File: config.mk
export PLATFORM = sky130hd
export DESIGN_NAME = aalu_core
export DESIGN_NICKNAME = d
export VERILOG_FILES = /design/src/rtl/aalu_pkg.sv /design/src/rtl/aalu_core.sv
export SDC_FILE = /design/constraint.sdc
export NUM_CORES = 1
export LEC_CHECK = 0
export BUFFER_PORTS_ARGS = -buffer_cell sky130_fd_sc_hd__buf_2
export CORE_MARGIN = 2
export CORE_UTILIZATION = 45
export CTS_CLUSTER_DIAMETER = 120
export DETAILED_ROUTE_END_ITERATION = 10
export GPL_ROUTABILITY_DRIVEN = 0
export PLACE_DENSITY = 0.67
export SYNTH_ARGS = -nofsm -noshare
export SYNTH_HDL_FRONTEND = slang
export SYNTH_SLANG_ARGS = --single-unit
File: constraint.sdc
create_clock -name clk_i -period 4.6 [get_ports clk_i]
set_input_delay 0.46 -clock clk_i [delete_from_list [all_inputs] [get_ports clk_i]]
set_output_delay 0.46 -clock clk_i [all_outputs]
set_load 0.02 [all_outputs]
File: src/rtl/aalu_pkg.sv
// Constants, encodings and carrier types for the accumulator execution unit.
package aalu_pkg;

    // ======================================================================
    // Widths
    // ======================================================================
    localparam int DATA_W = 8;
    localparam int ADDR_W = 7;
    localparam int INSTR_W = 14;

    // ======================================================================
    // Instruction field positions
    // ======================================================================
    localparam int CLASS_HI = 13;
    localparam int CLASS_LO = 12;
    localparam int OPC_HI = 11;
    localparam int OPC_LO = 8;
    localparam int DEST_BIT = 7;
    localparam int BITSEL_HI = 9;
    localparam int BITSEL_LO = 7;
    localparam int FADDR_HI = 6;
    localparam int DIGIT_BIT = 4;

    // ======================================================================
    // Instruction classes and sub-opcodes
    // ======================================================================
    localparam logic [1:0] CLASS_BYTE = 2'h0;
    localparam logic [1:0] CLASS_BIT = 2'h1;
    localparam logic [1:0] CLASS_LIT = 2'h3;
    localparam logic [3:0] OPC_ADD_RF = 4'h7;
    localparam logic [3:0] OPC_AND_RF = 4'h5;
    localparam logic [3:0] OPC_OR_RF = 4'h4;
    localparam logic [3:0] OPC_MOV_RF = 4'h8;
    localparam logic [3:0] OPC_MISC = 4'h0;
    localparam logic [1:0] OPC_BCLR = 2'h0;
    localparam logic [1:0] OPC_BSET = 2'h1;
    localparam logic [2:0] OPC_ADDL = 3'h7;
    localparam logic [3:0] OPC_ANDL = 4'h9;
    localparam logic [3:0] OPC_IORL = 4'h8;
    localparam logic [1:0] OPC_MOVL = 2'h0;
    // Low five bits of the no-operation form; bits 6:5 are ignored.
    localparam logic [4:0] NOP_LOW = 5'h00;

    // ======================================================================
    // Reset values
    // ======================================================================
    localparam logic [7:0] ACC_RST = 8'h00;

    // ======================================================================
    // Types
    // ======================================================================
    typedef enum logic [3:0] {
        AALU_OP_NONE = 4'h0,
        AALU_OP_ADDL = 4'h1,
        AALU_OP_ANDL = 4'h2,
        AALU_OP_IORL = 4'h3,
        AALU_OP_MOVL = 4'h4,
        AALU_OP_ADDF = 4'h5,
        AALU_OP_ANDF = 4'h6,
        AALU_OP_IORF = 4'h7,
        AALU_OP_MOVR = 4'h8,
        AALU_OP_STOR = 4'h9,
        AALU_OP_BCLR = 4'ha,
        AALU_OP_BSET = 4'hb,
        AALU_OP_NOP = 4'hc,
        AALU_OP_BAD = 4'hd
    } aalu_op_t;

    typedef struct packed {
        logic carry;
        logic digit_carry_flag;
        logic zero;
    } aalu_flags_t;

    typedef struct packed {
        logic en;
        logic [6:0] addr;
        logic [7:0] data;
    } aalu_rf_wr_t;

endpackage

File: src/rtl/aalu_core.sv
// Execution datapath for the literal, register and bit instruction subset.
//
// Function
// [RULE1] Literal add writes acc plus immediate to acc and updates all flags.
// [RULE2] Register AND goes to the chosen destination and updates zero only.
// [RULE3] Destination bit 0 selects acc and 1 selects the addressed register.
// [RULE4] Register add goes to the chosen destination and updates all flags.
// [RULE5] Bit clear zeroes one bit of the register and leaves the flags.
// [RULE6] Bit set makes one bit of the register one and leaves the flags.
// [RULE7] Literal AND of acc and immediate goes to acc, updating zero only.
// [RULE8] Literal OR of acc and immediate goes to acc, updating zero only.
// [RULE9] Register OR goes to the chosen destination and updates zero only.
// [RULE10] Load literal (11 00xx) copies the immediate to acc; flags stay.
// [RULE11] Store copies acc to the register at the 7-bit address; flags stay.
// [RULE12] Register move copies the addressed register to the destination.
// [RULE13] Register move updates zero even when it writes back onto itself.
// [RULE14] 00 0000 0xx0 0000 is a no-operation whatever the free bits hold.
// [RULE15] A read-modify-write of a port register uses the pin levels.
// [RULE16] Zero marks a zero result; carry leaves bit 7, digit carry bit 3.
// [RULE17] Don't-care bits of the literal-load encoding are ignored.
//
// The register addresses and the plain strobed port were decided locally.
`timescale 1ns/100ps

module aalu_core #(
    parameter int DW = aalu_pkg::DATA_W,
    parameter int AW = aalu_pkg::ADDR_W,
    parameter int IW = aalu_pkg::INSTR_W
) (
    // Clock and reset.
    input wire logic clk_i,
    input wire logic nrst_i,
    // Instruction from the decoder.
    input wire logic instr_valid_i,
    input wire logic [IW-1:0] instr_i,
    // Register file read port.
    output logic [AW-1:0] rf_raddr_o,
    input wire logic [DW-1:0] rf_rdata_i,
    input wire logic rf_is_port_i,
    // Port pin levels, asynchronous to the core clock.
    input wire logic [DW-1:0] pin_level_i,
    // Register file write port.
    output logic rf_we_o,
    output logic [AW-1:0] rf_waddr_o,
    output logic [DW-1:0] rf_wdata_o,
    // Architectural state.
    output logic [DW-1:0] acc_o,
    output logic carry_o,
    output logic digit_carry_flag_o,
    output logic zero_o,
    // Status.
    output logic done_o,
    output logic unsupported_o
);

    // ======================================================================
    // Pin synchronisers
    // ======================================================================
    // Each pin passes three flops; the sampled level only moves once the
    // second and third stages agree, which filters a single-cycle glitch.
    logic [DW-1:0] pin_s1_q;
    logic [DW-1:0] pin_s2_q;
    logic [DW-1:0] pin_s3_q;
    logic [DW-1:0] pin_lvl_q;
    logic [DW-1:0] pin_s1_d;
    logic [DW-1:0] pin_s2_d;
    logic [DW-1:0] pin_s3_d;
    logic [DW-1:0] pin_lvl_d;

    genvar gi;
    generate
        for (gi = 0; gi < DW; gi++) begin : g_pin
            always_comb begin
                pin_s1_d[gi] = pin_level_i[gi];
                pin_s2_d[gi] = pin_s1_q[gi];
                pin_s3_d[gi] = pin_s2_q[gi];
                if (pin_s2_q[gi] == pin_s3_q[gi]) begin
                    pin_lvl_d[gi] = pin_s3_q[gi];
                end else begin
                    pin_lvl_d[gi] = pin_lvl_q[gi];
                end
            end

            always_ff @(posedge clk_i or negedge nrst_i) begin
                if (!nrst_i) begin
                    pin_s1_q[gi] <= 1'b0;
                    pin_s2_q[gi] <= 1'b0;
                    pin_s3_q[gi] <= 1'b0;
                    pin_lvl_q[gi] <= 1'b0;
                end else begin
                    pin_s1_q[gi] <= pin_s1_d[gi];
                    pin_s2_q[gi] <= pin_s2_d[gi];
                    pin_s3_q[gi] <= pin_s3_d[gi];
                    pin_lvl_q[gi] <= pin_lvl_d[gi];
                end
            end
        end
    endgenerate

    // ======================================================================
    // Decode
    // ======================================================================
    aalu_pkg::aalu_op_t op;
    logic [1:0] cls;
    logic [3:0] opc;
    logic dest_reg;
    logic [2:0] bit_sel;
    logic [AW-1:0] faddr;
    logic [DW-1:0] imm;

    assign cls = instr_i[aalu_pkg::CLASS_HI:aalu_pkg::CLASS_LO];
    assign opc = instr_i[aalu_pkg::OPC_HI:aalu_pkg::OPC_LO];
    assign dest_reg = instr_i[aalu_pkg::DEST_BIT];
    assign bit_sel = instr_i[aalu_pkg::BITSEL_HI:aalu_pkg::BITSEL_LO];
    assign faddr = instr_i[aalu_pkg::FADDR_HI:0];
    assign imm = instr_i[DW-1:0];

    always_comb begin
        op = aalu_pkg::AALU_OP_NONE;
        if (instr_valid_i) begin
            op = aalu_pkg::AALU_OP_BAD;
            case (cls)
                aalu_pkg::CLASS_BYTE: begin
                    case (opc)
                        aalu_pkg::OPC_ADD_RF: op = aalu_pkg::AALU_OP_ADDF;
                        aalu_pkg::OPC_AND_RF: op = aalu_pkg::AALU_OP_ANDF;
                        aalu_pkg::OPC_OR_RF: op = aalu_pkg::AALU_OP_IORF;
                        aalu_pkg::OPC_MOV_RF: op = aalu_pkg::AALU_OP_MOVR;
                        aalu_pkg::OPC_MISC: begin
                            if (dest_reg) begin
                                op = aalu_pkg::AALU_OP_STOR;
                            end else if (instr_i[4:0] == aalu_pkg::NOP_LOW)
                            begin
                                op = aalu_pkg::AALU_OP_NOP; // RULE14
                            end
                        end
                        default: op = aalu_pkg::AALU_OP_BAD;
                    endcase
                end
                aalu_pkg::CLASS_BIT: begin
                    case (opc[3:2])
                        aalu_pkg::OPC_BCLR: op = aalu_pkg::AALU_OP_BCLR;
                        aalu_pkg::OPC_BSET: op = aalu_pkg::AALU_OP_BSET;
                        default: op = aalu_pkg::AALU_OP_BAD;
                    endcase
                end
                aalu_pkg::CLASS_LIT: begin
                    if (opc[3:1] == aalu_pkg::OPC_ADDL) begin
                        op = aalu_pkg::AALU_OP_ADDL;
                    end else if (opc == aalu_pkg::OPC_ANDL) begin
                        op = aalu_pkg::AALU_OP_ANDL;
                    end else if (opc == aalu_pkg::OPC_IORL) begin
                        op = aalu_pkg::AALU_OP_IORL;
                    end else if (opc[3:2] == aalu_pkg::OPC_MOVL) begin
                        op = aalu_pkg::AALU_OP_MOVL; // RULE17
                    end
                end
                default: op = aalu_pkg::AALU_OP_BAD;
            endcase
        end
    end

    // ======================================================================
    // Operand fetch
    // ======================================================================
    logic [DW-1:0] acc_q;
    logic [DW-1:0] acc_d;
    aalu_pkg::aalu_flags_t flags_q;
    aalu_pkg::aalu_flags_t flags_d;
    aalu_pkg::aalu_rf_wr_t wr_q;
    aalu_pkg::aalu_rf_wr_t wr_d;
    logic done_q;
    logic done_d;
    logic bad_q;
    logic bad_d;
    logic [DW-1:0] fval;

    assign rf_raddr_o = faddr;

    // The write of the previous instruction reaches the register file one
    // cycle late, so a back-to-back read of that address is forwarded here.
    // Ports are exempt: their operand is always the pin level.
    always_comb begin
        if (rf_is_port_i) begin
            fval = pin_lvl_q; // RULE15
        end else if (wr_q.en && wr_q.addr == faddr) begin
            fval = wr_q.data;
        end else begin
            fval = rf_rdata_i;
        end
    end

    // ======================================================================
    // Execute
    // ======================================================================
    logic [DW-1:0] opnd_b;
    logic [DW:0] sum;
    logic [4:0] low_sum;
    logic [DW-1:0] res;
    logic upd_cdc;
    logic upd_z;
    logic to_reg;

    always_comb begin
        if (op == aalu_pkg::AALU_OP_ADDL) begin
            opnd_b = imm;
        end else begin
            opnd_b = fval;
        end
        sum = {1'b0, acc_q} + {1'b0, opnd_b}; // RULE16
        low_sum = {1'b0, acc_q[3:0]} + {1'b0, opnd_b[3:0]};
    end

    always_comb begin
        res = acc_q;
        upd_cdc = 1'b0;
        upd_z = 1'b0;
        to_reg = 1'b0;
        case (op)
            aalu_pkg::AALU_OP_ADDL: begin
                res = sum[DW-1:0]; // RULE1
                upd_cdc = 1'b1;
                upd_z = 1'b1;
            end
            aalu_pkg::AALU_OP_ANDL: begin
                res = acc_q & imm; // RULE7
                upd_z = 1'b1;
            end
            aalu_pkg::AALU_OP_IORL: begin
                res = acc_q | imm; // RULE8
                upd_z = 1'b1;
            end
            aalu_pkg::AALU_OP_MOVL: begin
                res = imm; // RULE10
            end
            aalu_pkg::AALU_OP_ADDF: begin
                res = sum[DW-1:0]; // RULE4
                upd_cdc = 1'b1;
                upd_z = 1'b1;
                to_reg = dest_reg;
            end
            aalu_pkg::AALU_OP_ANDF: begin
                res = acc_q & fval; // RULE2
                upd_z = 1'b1;
                to_reg = dest_reg;
            end
            aalu_pkg::AALU_OP_IORF: begin
                res = acc_q | fval; // RULE9
                upd_z = 1'b1;
                to_reg = dest_reg;
            end
            aalu_pkg::AALU_OP_MOVR: begin
                res = fval; // RULE12
                upd_z = 1'b1; // RULE13
                to_reg = dest_reg;
            end
            aalu_pkg::AALU_OP_STOR: begin
                res = acc_q; // RULE11
                to_reg = 1'b1;
            end
            aalu_pkg::AALU_OP_BCLR: begin
                res = fval & ~(8'h01 << bit_sel); // RULE5
                to_reg = 1'b1;
            end
            aalu_pkg::AALU_OP_BSET: begin
                res = fval | (8'h01 << bit_sel); // RULE6
                to_reg = 1'b1;
            end
            default: begin
                res = acc_q;
            end
        endcase
    end

    // ======================================================================
    // Write-back
    // ======================================================================
    // No-operation and unsupported words fall to the defaults below, so the
    // accumulator, flags and register file are all left untouched.
    always_comb begin
        acc_d = acc_q;
        flags_d = flags_q;
        wr_d.en = 1'b0;
        wr_d.addr = wr_q.addr;
        wr_d.data = wr_q.data;
        done_d = instr_valid_i;
        bad_d = (op == aalu_pkg::AALU_OP_BAD);
        case (op)
            aalu_pkg::AALU_OP_NONE,
            aalu_pkg::AALU_OP_NOP,
            aalu_pkg::AALU_OP_BAD: begin
                acc_d = acc_q;
            end
            default: begin
                if (to_reg) begin
                    wr_d.en = 1'b1; // RULE3
                    wr_d.addr = faddr;
                    wr_d.data = res;
                end else begin
                    acc_d = res; // RULE3
                end
                if (upd_cdc) begin
                    flags_d.carry = sum[DW]; // RULE16
                    flags_d.digit_carry_flag = low_sum[aalu_pkg::DIGIT_BIT];
                end
                if (upd_z) begin
                    flags_d.zero = (res == '0); // RULE16
                end
            end
        endcase
    end

    always_ff @(posedge clk_i or negedge nrst_i) begin
        if (!nrst_i) begin
            acc_q <= aalu_pkg::ACC_RST;
            flags_q <= '0;
            wr_q <= '0;
            done_q <= 1'b0;
            bad_q <= 1'b0;
        end else begin
            acc_q <= acc_d;
            flags_q <= flags_d;
            wr_q <= wr_d;
            done_q <= done_d;
            bad_q <= bad_d;
        end
    end

    // ======================================================================
    // Outputs
    // ======================================================================
    assign rf_we_o = wr_q.en;
    assign rf_waddr_o = wr_q.addr;
    assign rf_wdata_o = wr_q.data;
    assign acc_o = acc_q;
    assign carry_o = flags_q.carry;
    assign digit_carry_flag_o = flags_q.digit_carry_flag;
    assign zero_o = flags_q.zero;
    assign done_o = done_q;
    assign unsupported_o = bad_q;

endmodule

# [Yosys cells after proc, flatten, opt, wreduce, memory -nomap -nowiden]
# Index checks and enable logic that the tools add are counted.
[word_totals] regBits=61 input_bits=34 out_inout_bits=36 wordCells=119
[op_classes] add_sub_neg=2 n_eq_ne=31 shift=1 mux=19 bitwise_logic=9 n_reduce_logical=16
[op_table] cell="case mux 8 bit (9 select lines)" count=1
[op_table] cell="== test 4 bit (second input constant)" count=8
[op_table] cell="2-to-1 mux 16 bit" count=2
[op_table] cell="== test 4 x 3 -> 1 bit (second input constant)" count=7
[op_table] cell="bitwise AND 8 bit" count=3
[op_table] cell="2-to-1 mux 8 bit" count=3
[op_table] cell="bitwise OR 8 bit" count=3
[op_table] cell="2-to-1 mux 4 bit" count=5
[op_table] cell="case mux 4 bit (5 select lines)" count=1
[op_table] cell="case mux 4 bit (3 select lines)" count=1
[op_table] cell="adder 8 x 8 -> 9 bit" count=1
[op_table] cell="== test 1 bit" count=8
[op_table] cell="== test 4 x 2 -> 1 bit (second input constant)" count=2
[op_table] cell="logical NOT 4 bit" count=2
[op_table] cell="logical NOT 8 bit" count=1
[op_table] cell="NOT 8 bit" count=1
[op_table] cell="AND reduction 2 bit" count=4
[op_table] cell="left shift 1 x 3 -> 8 bit (first input constant)" count=1
[op_table] cell="== test 7 bit" count=1
[op_table] cell="OR reduction 7 bit" count=1
[op_table] cell="case mux 3 bit (2 select lines)" count=1
[op_table] cell="OR reduction 3 bit" count=2
[op_table] cell="adder 4 x 4 -> 5 bit" count=1
[op_table] cell="logical NOT 5 bit" count=1
[op_table] cell="12 further kinds" count=17

# [Longest topological paths before layout]
[logic_depth] ltp_word=13 ltp_mapped=20 depth_no_buf=18

# [Worst setup path before layout]
# Ideal clock, no wire load.
[synth_timing] path_kind="input to register" startpoint="input port instr_i[13]" endpoint="register flags_q, in the netlist zero_o" setup_ns=0.129 arrival_time_ns=4.183 t_required_ns=4.471 path_slack_ns=0.288 cell_stages=20 path_buffers=3 path_cell_list="buf_2 -> and4_1 -> o21ai_0 -> a21o_1 -> clkbuf_1 -> nor2_1 -> clkbuf_1 -> nand2_1 -> o21ai_0 -> ha_1 -> fa_1 -> a21o_1 -> a21oi_1 -> nand2b_1 -> a21oi_1 -> or4_1 -> o311a_1 -> o211ai_1 -> nand4b_1 -> o41ai_2"
[synth_between] elab_chain_len=8 elab_cells_between_ends=28 classes_between="1 x add/sub; 14 x eq/ne; 5 x mux; 1 x bitwise; 7 x reduce/logical"
[synth_lines] element="start: declaration" line="aalu_core.sv:35" text="input wire logic [IW-1:0] instr_i,"
[synth_lines] element="== test 2 bit (tied with other cells)" line="aalu_core.sv:122" text="case (cls)"
[synth_lines] element="case mux 4 bit (3 select lines) (*)" line="aalu_core.sv:122"
[synth_lines] element="2-to-1 mux 4 bit (*)" line="aalu_core.sv:120" text="if (instr_valid_i) begin"
[synth_lines] element="== test 4 x 1 -> 1 bit" line="aalu_core.sv:205, aalu_core.sv:219"
[synth_lines] element="2-to-1 mux 8 bit" line="aalu_core.sv:205" text="if (op == aalu_pkg::AALU_OP_ADDL) begin"
[synth_lines] element="adder 8 x 8 -> 9 bit" line="aalu_core.sv:210" text="sum = {1'b0, acc_q} + {1'b0, opnd_b};"
[synth_lines] element="case mux 8 bit (9 select lines)" line="aalu_core.sv:219" text="case (op)"
[synth_lines] element="logical NOT 8 bit" line="aalu_core.sv:307" text="flags_d.zero = (res == '0);"
[synth_lines] element="end signal: assignment" line="aalu_core.sv:322" text="flags_q <= flags_d;"
[synth_lines] element="end: declaration" line="aalu_core.sv:168" text="aalu_pkg::aalu_flags_t flags_q;"
# Every way passes the cells marked *; elsewhere a longest branch is shown, timed or not.
# A chain may end at the register's enable or synchronous reset.

# [Worst setup path after layout]
[layout_timing] startpoint="register wr_q, in the netlist rf_waddr_o[4]" endpoint="register flags_q, in the netlist zero_o"
[layout_between] elab_chain_len=8 elab_cells_between_ends=12 classes_between="1 x add/sub; 1 x eq/ne; 4 x mux; 4 x bitwise; 2 x reduce/logical"
[layout_lines] element="start: declaration" line="aalu_core.sv:170" text="aalu_pkg::aalu_rf_wr_t wr_q;"
[layout_lines] element="start signal: assignment" line="aalu_core.sv:323" text="wr_q <= wr_d;"
[layout_lines] element="== test 7 bit (*)" line="aalu_core.sv:186" text="end else if (wr_q.en && wr_q.addr == faddr) begin"
[layout_lines] element="logical AND 1 bit (*)" line="aalu_core.sv:186"
[layout_lines] element="2-to-1 mux 8 bit (*)" line="aalu_core.sv:186"
[layout_lines] element="2-to-1 mux 8 bit (*)" line="aalu_core.sv:184" text="if (rf_is_port_i) begin"
[layout_lines] element="2-to-1 mux 8 bit" line="aalu_core.sv:205"
[layout_lines] element="adder 8 x 8 -> 9 bit" line="aalu_core.sv:210"
[layout_lines] element="case mux 8 bit (9 select lines) (*)" line="aalu_core.sv:219"
[layout_lines] element="logical NOT 8 bit (*)" line="aalu_core.sv:307"
# Marked as above.

==> flow_summary.yaml <==
status:
  status: "complete, no violations"
clocking:
  cts_inserted_buffers: 9
  clkSinkCount: 61
  holdBufCountCts: 0
  clk_pin_slew_ps: 80
  clk_latency_ps: 340
  cts_resized: 0
  tritoncts: "built"
  cts_setup_buffers: 0
  htreeDepth: 3
  cts-root-buf: "clkbuf_8"
  clock_path_buffers: 2
power_and_ir_drop:
  power_leakage_nw: 1.98
  pwr_density_cell_mw_per_mm2: 467
  ir_drop_uv: 321
synth:
  synth.distinct_cells: 68
  synth_area_mm2: 0.00374
  synth_seq_cells: 61
  synthFlopType: "dfrtp_1"
  ys_async_sr_fraction: 1.00
  synth.most_common_cell: "dfrtp_1"
  synth_cells: 380
  synth_edf_count: 0
  yosysWarnings: 0
  synth.largest_area_cell: "dfrtp_1"
  syn_nets: 423
  synth.area.top_cells: "dfrtp_1 (41%), mux2_2 (6.0%), o21ai_0 (4.3%)"
  synth_top_area_frac: 0.408
  synth_area_per_cell_um2: 9.85
  synthTopCellsByCount: "dfrtp_1 (61), o21ai_0 (32), nand2_1 (27), nor2_1 (27)"
  seq_area_frac_synth: 0.408
sta:
  tns_ps: 0
  setup_viol: 0
  report.final.slew_viol_count: 0
  hold_slack_ps: 222
  worst_slew_pin_slew_ps: 890
  finalClockSkew_ps: 13.1
  fin_crit_ps: 4360
  fmax_ghz: 0.229
  slew_headroom: 0.404
  finalCritPeriodShare: 0.948
  hold_viol_final: 0
  grt_setup_unrepaired: "no"
detailed_routing:
  drt_wl_total_um: 10200
  initialDrtViolationCount: 232
  routed_via_density: 5.92
  wl_per_cell_um: 18.2
  drc: 0
  first_pass_iters: 5
  ant_nets: 0
  num_vias: 3309
die:
  die_h_um: 95.2
  core_region_area_mm2: 0.00813
  die-area_mm2: 0.00906
  start_util: 0.460
  fp.dieW_um: 95.2
  num_rows: 33
  ios: 70
setup_path:
  slowest_stage: "fa_1"
  slowest_delay_ps: 420
  critPathKind: "reg2reg"
  r2r-start: "rf_waddr_o[4]"
  cp-start-kind: "flip-flop"
  reg2reg_depth: 17
  worstPathCellList: "xnor2_1 -> nand4_1 -> nor2_2 -> mux2_2 -> mux2i_1 -> o21ai_0 -> ha_1 -> fa_1 -> a21o_1 -> a21oi_1 -> nand2b_1 -> nor4b_1 -> or4_1 -> o311a_1 -> o211ai_1 -> nand4b_1 -> o41ai_2"
  worstPathMaxFanout: 3
  arrival_ps: 4600
  worstSetupEndpointType: "flip-flop"
  rrSetupSlack_ps: 240
  r2r-end: "zero_o"
  required_ps: 4830
global_routing:
  antenna_found_initial: 0
  grt_use_total: 0.228
  grt_max_degree: 62
  grt_pass1_vias: 3118
  grt_pass1_wl_um: 15700
  grt_overflow: 0
min_path:
  hold_start: "pin_level_i[5]"
  holdPathStages: 1
  min_path_type: "in2reg"
  min_to: "pin_s1_q[5]"
final_layout:
  regArea_mm2: 0.00153
  diodes: 0
  nNetsFinal: 492
  fin_area_mm2: 0.00442
  n_fill_cell: 708
  multi_input_comb_area_mm2: 0.00205
  area_growth_pct: 18.2
  drive_above_1_share: 0.302
placed_design:
  dp_hpwl_um: 7590
  placed_area_mm2: 0.00419
  portBuffers: 69
job:
  cap_violations: 0
layout make-up:
type / instances / share of cell area
multi-input cells: 287 / 0.463
flip-flops and latches: 61 / 0.345
repair buffers: 86 / 0.107
clock buffers: 10 / 0.0311
well taps: 105 / 0.0297
clock inverters: 6 / 0.0212
inverters: 4 / 0.00339
worst max-delay path by stage:
stage	start	endpoint	slack, ps	cells after the start
after CTS	rf_waddr_o[4]	zero_o	190	17
after detailed placement	instr_i[4]	zero_o	6	18
final	rf_waddr_o[4]	zero_o	240	17
after global routing	rf_waddr_o[1]	zero_o	20	18
after floorplan	instr_i[13]	zero_o	290	20
after global placement	instr_i[4]	zero_o	250	18
cell usage in the layout (no fill, tap or decap), types with 5 or more instances in the layout:
cell      instances
buf_2            69
dfrtp_1          61
o21ai_0          32
nand2_1          27
nor2_1           26
a21oi_1          20
mux2_2           20
buf_4            17
nor3_1           12
xnor2_1          10
clkbuf_8         10
maj3_1            8
ha_1              8
and3_1            7
mux2i_1           7
nand2b_1          6
nand3_1           6
a21o_1            5
nand4_1           5
logic make-up (layout without fill, tap and decap cells):
family,Yosys count,after routing,synth area share
mux,27,27,0.0789
fa+ha+maj,17,17,0.0535
simple gates,121,121,0.168
buf+inv,32,106,0.0461
flops,61,61,0.408
xor+xnor,11,11,0.0257
compound gates,111,111,0.220
per-stage QoR:
step,utilization,total power [mW],std cells,worst slack [ps]
2_1_floorplan,-,1.25,380,288
3_3_place_gp,0.515,1.51,543,247
3_5_place_dp,0.515,1.53,543,6.00
4_1_cts,0.543,2.07,559,195
5_1_grt,0.544,2.18,559,20.0
6_report,0.544,2.07,559,239
registers in the layout (all words and copies together), names as in the netlist:
register / cells
acc_o: 8
pin_lvl_q: 8
pin_s1_q: 8
pin_s2_q: 8
pin_s3_q: 8
rf_wdata_o: 8
rf_waddr_o: 7
carry_o: 1
digit_carry_flag_o: 1
done_o: 1
rf_we_o: 1
unsupported_o: 1
zero_o: 1
layer usage:
metal | part of all wire | track usage | up-vias
met1 | 0.46 | 0.330 | 1583
met2 | 0.46 | 0.352 | 142
met4 | 0.016 | 0.0664 | 0
met5 | 0 | 0 | -
li1 | - | - | 1566
met3 | 0.063 | 0.0395 | 18
critical path: cells and delay by family (launching register included):
family	cells	cell delay [ps]
AND/OR/NAND/NOR	6	1310
AO/OA/AOI/OAI	6	1120
adder cells (fa/ha/maj)	2	660
multiplexers	2	620
flip-flops	1	410
XOR/XNOR	1	150
power breakdown:
part | internal [mW] | switching, mW | total (mW)
clock network | 0.323 | 0.218 | 0.541
registers | 0.644 | 0.123 | 0.767
logic | 0.314 | 0.444 | 0.758
No activity file was read; power rests on OpenSTA's default activity.
